File: config.mk
export PLATFORM = sky130hd
export DESIGN_NAME = thc_control_word
export DESIGN_NICKNAME = d
export VERILOG_FILES = /design/src/core/thc_pkg.sv /design/src/core/thc_control_word.sv /design/src/core/thc_idle_timer.sv
export SDC_FILE = /design/constraint.sdc
export NUM_CORES = 1
export LEC_CHECK = 0
export BUFFER_PORTS_ARGS = -buffer_cell sky130_fd_sc_hd__buf_2
export CORE_MARGIN = 4
export CORE_UTILIZATION = 35
export DETAILED_ROUTE_END_ITERATION = 16
export HOLD_SLACK_MARGIN = 0.05
export SYNTH_ARGS = -nofsm -noshare
export SYNTH_HDL_FRONTEND = slang
export SYNTH_SLANG_ARGS = --single-unit
File: constraint.sdc
create_clock -name ref_clk_in -period 2.8 [get_ports ref_clk_in]
set_input_delay 0.56 -clock ref_clk_in [delete_from_list [all_inputs] [get_ports ref_clk_in]]
set_output_delay 0.56 -clock ref_clk_in [all_outputs]
set_load 0.02 [all_outputs]
File: src/core/thc_pkg.sv
package thc_pkg;
	// control word layout
	localparam int THC_WORD_W = 16;
	localparam int THC_BIT_SCREEN = 15;
	localparam int THC_BIT_HIST = 5;
	localparam int THC_BIT_REPORT = 4;
	localparam logic [15:0] THC_ACTIVE_MASK = 16'h8030;
	localparam logic [15:0] THC_WORD_RST = 16'h0000;
	localparam logic THC_LIGHT_RST = 1'b1;

	// timing: clock rate and the idle timer tick, in their own units
	localparam int THC_CLK_KHZ = 20000;
	localparam int THC_TICK_US = 1000;
	localparam int THC_TICK_CYC = THC_TICK_US * THC_CLK_KHZ / 1000;
	// idle interval before automatic backlight off, in ticks (ms)
	localparam int THC_IDLE_MS = 60000;
endpackage

File: src/core/thc_control_word.sv
`timescale 1ns/10ps
module thc_control_word
	import thc_pkg::*;
#(
	parameter int TICK_CYCLES = THC_TICK_CYC,
	parameter int IDLE_TICKS = THC_IDLE_MS
) (
	// clock and reset
	input wire logic ref_clk_in,
	input wire logic reset_in,
	// control word as fetched over the host link
	input wire logic [THC_WORD_W-1:0] ctrl_word_in,
	input wire logic ctrl_word_valid_in,
	// operator and host screen events
	input wire logic key_press_in,
	input wire logic screen_switch_req_in,
	input wire logic attr_blank_in,
	// memory switch: automatic backlight off
	input wire logic idle_off_enable_in,
	// terminal outputs
	output logic backlight_on_out,
	output logic hist_print_req_out,
	output logic report_print_req_out,
	output logic [THC_WORD_W-1:0] ctrl_word_out
);
	typedef struct packed {
		logic [THC_WORD_W-1:0] word;
		logic seen;
		logic light;
		logic hist;
		logic rep;
		logic key_s1;
		logic key_s2;
		logic key_d;
	} thc_state_s;

	thc_state_s st_r;
	thc_state_s st_nxt;
	logic idle_expire;
	logic key_edge;
	logic upd;
	logic scr_rise;
	logic scr_fall;
	logic hist_rise;
	logic rep_rise;
	logic activity;

	function automatic logic bit_rise(input logic [THC_WORD_W-1:0] old_w,
			input logic [THC_WORD_W-1:0] new_w, input int pos);
		bit_rise = !old_w[pos] && new_w[pos];
	endfunction

	assign key_edge = st_r.key_s2 && !st_r.key_d;
	// a word is only acted on once a start-up baseline exists
	assign upd = ctrl_word_valid_in && st_r.seen;
	assign scr_rise = upd && bit_rise(st_r.word, ctrl_word_in, THC_BIT_SCREEN);
	assign scr_fall = upd && bit_rise(ctrl_word_in, st_r.word, THC_BIT_SCREEN);
	assign hist_rise = upd && bit_rise(st_r.word, ctrl_word_in, THC_BIT_HIST);
	assign rep_rise = upd && bit_rise(st_r.word, ctrl_word_in, THC_BIT_REPORT);
	assign activity = key_edge || screen_switch_req_in || scr_rise;

	thc_idle_timer #(
		.TICK_CYCLES(TICK_CYCLES),
		.IDLE_TICKS(IDLE_TICKS)
	) u_idle (
		.ref_clk_in(ref_clk_in),
		.reset_in(reset_in),
		.enable_in(idle_off_enable_in && st_r.light),
		.restart_in(activity),
		.expire_out(idle_expire)
	);

	always_comb begin
		st_nxt = st_r;
		st_nxt.key_s1 = key_press_in;
		st_nxt.key_s2 = st_r.key_s1;
		st_nxt.key_d = st_r.key_s2;
		st_nxt.hist = 1'b0;
		st_nxt.rep = 1'b0;
		if (ctrl_word_valid_in) begin
			// local copy only; nothing here ever writes back to the host
			st_nxt.word = ctrl_word_in;
			st_nxt.seen = 1'b1;
		end
		// only bits 15, 5 and 4 reach any decision below
		st_nxt.hist = hist_rise;
		st_nxt.rep = rep_rise;
		// lowest priority: automatic idle off
		if (idle_expire && idle_off_enable_in) begin
			st_nxt.light = 1'b0;
		end
		if (key_edge || scr_rise) begin
			st_nxt.light = 1'b1;
		end
		if (screen_switch_req_in) begin
			st_nxt.light = 1'b1;
		end
		// an explicit host clear wins over every relight source
		if (scr_fall) begin
			st_nxt.light = 1'b0;
		end
	end

	always_ff @(posedge ref_clk_in or posedge reset_in) begin
		if (reset_in) begin
			st_r <= '{word: THC_WORD_RST, light: THC_LIGHT_RST, default: '0};
		end else begin
			st_r <= st_nxt;
		end
	end

	// blanking by screen attribute does not touch the word copy
	assign backlight_on_out = st_r.light;
	assign hist_print_req_out = st_r.hist;
	assign report_print_req_out = st_r.rep;
	assign ctrl_word_out = st_r.word;
endmodule

File: src/core/thc_idle_timer.sv
`timescale 1ns/10ps
module thc_idle_timer
	import thc_pkg::*;
#(
	parameter int TICK_CYCLES = THC_TICK_CYC,
	parameter int IDLE_TICKS = THC_IDLE_MS
) (
	// clock and reset
	input wire logic ref_clk_in,
	input wire logic reset_in,
	// control
	input wire logic enable_in,
	input wire logic restart_in,
	// event
	output logic expire_out
);
	localparam int PW = $clog2(TICK_CYCLES + 1);
	localparam int TW = $clog2(IDLE_TICKS + 1);

	typedef struct packed {
		logic [PW-1:0] presc;
		logic [TW-1:0] ticks;
		logic fired;
		logic expire;
	} thc_tmr_s;

	thc_tmr_s st_r;
	thc_tmr_s st_nxt;

	always_comb begin
		st_nxt = st_r;
		st_nxt.expire = 1'b0;
		if (restart_in || !enable_in) begin
			st_nxt.presc = '0;
			st_nxt.ticks = '0;
			st_nxt.fired = 1'b0;
		end else if (!st_r.fired) begin
			// one-shot: after firing, wait for the next restart
			if (st_r.presc == PW'(TICK_CYCLES - 1)) begin
				st_nxt.presc = '0;
				if (st_r.ticks == TW'(IDLE_TICKS - 1)) begin
					st_nxt.ticks = '0;
					st_nxt.fired = 1'b1;
					st_nxt.expire = 1'b1;
				end else begin
					st_nxt.ticks = st_r.ticks + TW'(1);
				end
			end else begin
				st_nxt.presc = st_r.presc + PW'(1);
			end
		end
	end

	always_ff @(posedge ref_clk_in or posedge reset_in) begin
		if (reset_in) begin
			st_r <= '0;
		end else begin
			st_r <= st_nxt;
		end
	end

	assign expire_out = st_r.expire;
endmodule

==> key figures <==
Global route
  • Largest net degree at the start of global routing: 31
  • Total gr overflow: 0
  • Initial antenna violation count: 0
  • Vias in the first global route: between 2,000 and 2,500
  • First-pass GRT wire length: about 10,000 um
  • Total GRT Usage: 12.67%

Detailed routing
  • Met3 routed WL: around 340 um
  • Vias: approximately 2,300
  • Initial DRC Count: 107
  • Met1 wire length: around 2900 um
  • # DRC: 0
  • Top Layer Used: met4
  • Met2 WL post-DR: around 2700 um
  • DRT Wirelength: ~6000 um
  • Vias per inst: 5.453
  • Antenna viol nets, final: 0
  • WL/cell: approximately 14 um
  • DR pass1 iterations: 4

Yosys
  • Register area share after synthesis: a little under half
  • Synth area leader: dfrtp_1
  • Synth Flop Type: dfrtp_1
  • Syn Std Cell Area: slightly below 3000 um2
  • Synth Register Bits: 56
  • Area contributors post-synth: dfrtp_1 (47%), mux2_2 (6.1%), a21oi_1 (4.1%)
  • Yosys top cell area share: about 47%
  • Gate Count Post-Synth: between 200 and 300
  • Post-Syn Nets: roughly 320
  • Synth cell types: 53
  • Average footprint of a synthesized cell: slightly above 10 um2
  • Async S/R FF share, synth: 100.0%
  • Synth warn: 0
  • Number of synthesized flops with an enable pin: 0

Timing
  • Max-slew violation count: 0
  • RSZ-0062 raised after global routing: false
  • Final hold violation count: 0
  • Tcrit/Tclk final: about 89%
  • Max Fclk: approximately 400 MHz
  • Min cycle time layout: around 2.5 ns
  • Final setup viols: 0
  • Fin worst setup slack: about 0.32 ns
  • Relative slew slack: 54.03%
  • Worst-margin pin slew: ~0.68 ns
  • Final Skew: between 0.007 and 0.008 ns
  • Setup TNS: 0 ns
  • Hold slack: between 0.2 and 0.3 ns

Clock tree
  • Post-cts sizing count: 0
  • Clock Tree Root: clkbuf_8
  • Clk pin slew, worst setup/hold paths: approximately 0.10 ns
  • Number of CTS-inserted buffers: 5
  • CTS tree: built
  • CTS Sinks: 56
  • Clk_lat worst skew: 0.32 ns
  • # H-tree levels: 2
  • CTS Hold Buffers Added: 0
  • Max Buffers Root-to-Sink: 2
  • Postcts setup bufs: 0

Placed design
  • Post-placement cell area: about 3200 um2
  • # port buffers: 40
  • Post-Place Setup Slack: between 0.3 and 0.4 ns
  • GP Congestion: 0.8477
  • Detail Placement HPWL: 4338 um

Floorplanning
  • Die area: 9908 um2
  • Die Width: 99.54 um
  • Row count: 33
  • Core Region: between 8000 and 9000 um2
  • Die Y: between 90 and 100 um
  • Ports: 42
  • Starting Density: between 30 and 40%

Finish
  • Filler cells: 799
  • Fin nets: roughly 340
  • Register Area: about 1400 um2
  • Multi-input gate area: roughly 1300 um2
  • Design Area, Final: about 3300 um2
  • Share of layout cells above drive strength 1: 28.53%
  • Area grow syn2layout: 11.31%
  • Most common cell after layout, fill and taps aside: dfrtp_1
  • Most frequent cells in the layout: dfrtp_1 (55), buf_2 (40), nand2_1 (26)
  • # diodes: 0

Pwr
  • Pwr Total: roughly 0.0015 W
  • Static Leakage: between 1 and 1.5 nW
  • Peak supply drop: ~0.00022 V
  • Pwr per Cell Area: 448.5 nW/um2

Setup path
  • FF-to-FF path depth: 4
  • Slowest stage delay, CP: around 0.70 ns
  • Slowest stage cell, crit path: or4_1
  • CP Launch Type: flip-flop
  • Worst path arrival time: approximately 2.7 ns
  • CP Cell Sequence: or4_4, or4_1, or4_1, a21oi_1
  • Setup CP Type: reg -> reg
  • Critical path endpoint category: flip-flop
  • Reg2reg setup slack: 0.32 ns
  • RR Startpoint: u_idle.st_r[25]
  • CP Max Fanout: 9
  • WP data required: 3.05 ns
  • R2R Path End: u_idle.st_r[10]
  • Most used cell, CP: or4_1

Job
  • Max-cap violations: 0

Run status
  • Status: finished clean

Worst hold path
  • Hold Crit Class: in -> async
cells by family (layout without fill, tap and decap cells):
family / Yosys count / after routing / share of synthesized area, %
AND/OR/NAND/NOR: 119 / 119 / 24.23
AO/OA/AOI/OAI: 60 / 60 / 13.23
multiplexers: 16 / 16 / 6.143
XOR/XNOR: 3 / 3 / 0.8961
adder cells (fa/ha/maj): 2 / 2 / 0.8531
buffers and inverters: 35 / 63 / 6.826
flip-flops: 56 / 56 / 47.82
state kept, by name (all words and copies together), names as in the netlist:
signal and cells:
u_idle.st_r 32, ctrl_word_out 16, st_nxt 2, st_r 2, backlight_on_out 1, hist_print_req_out 1, report_print_req_out 1, u_idle.expire_out 1
critical path: cells and delay by family (launching register included):
kind            cells  cell delay [ns]
simple gates        3             1.80
flops               1             0.46
compound gates      1             0.15
synth_stat cells (2+ instances only):
cell and number:
or3_1 4, nand4b_1 4, o21ai_0 8, o32ai_1 4, or3_2 3, nand3b_1 2, dfrtp_1 55, or2_2 7
nor4_1 7, nand2_1 26, xnor2_1 2, or4_1 12, nand3_1 15, nor2b_1 2, o21bai_1 2, a21oi_1 24
o2bb2ai_1 2, and3_1 3, nand4_1 10, buf_4 16, nor3b_1 3, a311oi_1 3, clkbuf_1 11, o31ai_1 3
or4_4 2, mux2_2 16, nor3_1 7, ha_1 2, inv_1 6, o211a_1 2, o22ai_1 2, a22oi_1 2
nor2_1 4
power by group:
| group | total [W] | internal (W) | switching, W |
|---|---|---|---|
| clock network | 0.000456 | 0.000180 | 0.000276 |
| logic | 0.000154 | 0.0000616 | 0.0000929 |
| registers | 0.000853 | 0.000839 | 0.0000145 |
metrics by stage:
stage / util, % / std cells
floorplan: - / 291
global placement: 38.81 / 416
detailed placement: 38.81 / 416
CTS: 39.93 / 424
global route: 39.93 / 424
finish: 39.93 / 424
area by class of cell:
| class | count | area share (%) |
|---|---|---|
| multi-input combinational | 200 | 40.94 |
| inverter | 6 | 0.6899 |
| timing repair buffer | 49 | 8.586 |
| clock inverter | 3 | 0.6899 |
| sequential | 56 | 42.97 |
| clock buffer | 5 | 2.108 |
| tap | 105 | 4.025 |
how the worst max path moves through the flow:
stage               depth (start not counted)  slack (ns)       startpoint              end
finish                                      4        0.32  u_idle.st_r[25]  u_idle.st_r[10]
global route                                4        0.22  u_idle.st_r[25]  u_idle.st_r[10]
CTS                                         4        0.31  u_idle.st_r[25]  u_idle.st_r[10]
detailed placement                          4        0.34  u_idle.st_r[25]  u_idle.st_r[10]
global placement                            4        0.33  u_idle.st_r[25]  u_idle.st_r[10]
floorplan                                   5        0.48  u_idle.st_r[25]  u_idle.st_r[14]
per-layer routing:
layer  vias to the layer above  GRT usage (%)
li1                       1145              -
met1                      1111          17.66
met2                        50          20.09
met3                         6          2.735
met4                         0          3.151
met5                         -              0
(Power assumes the default switching activity.)
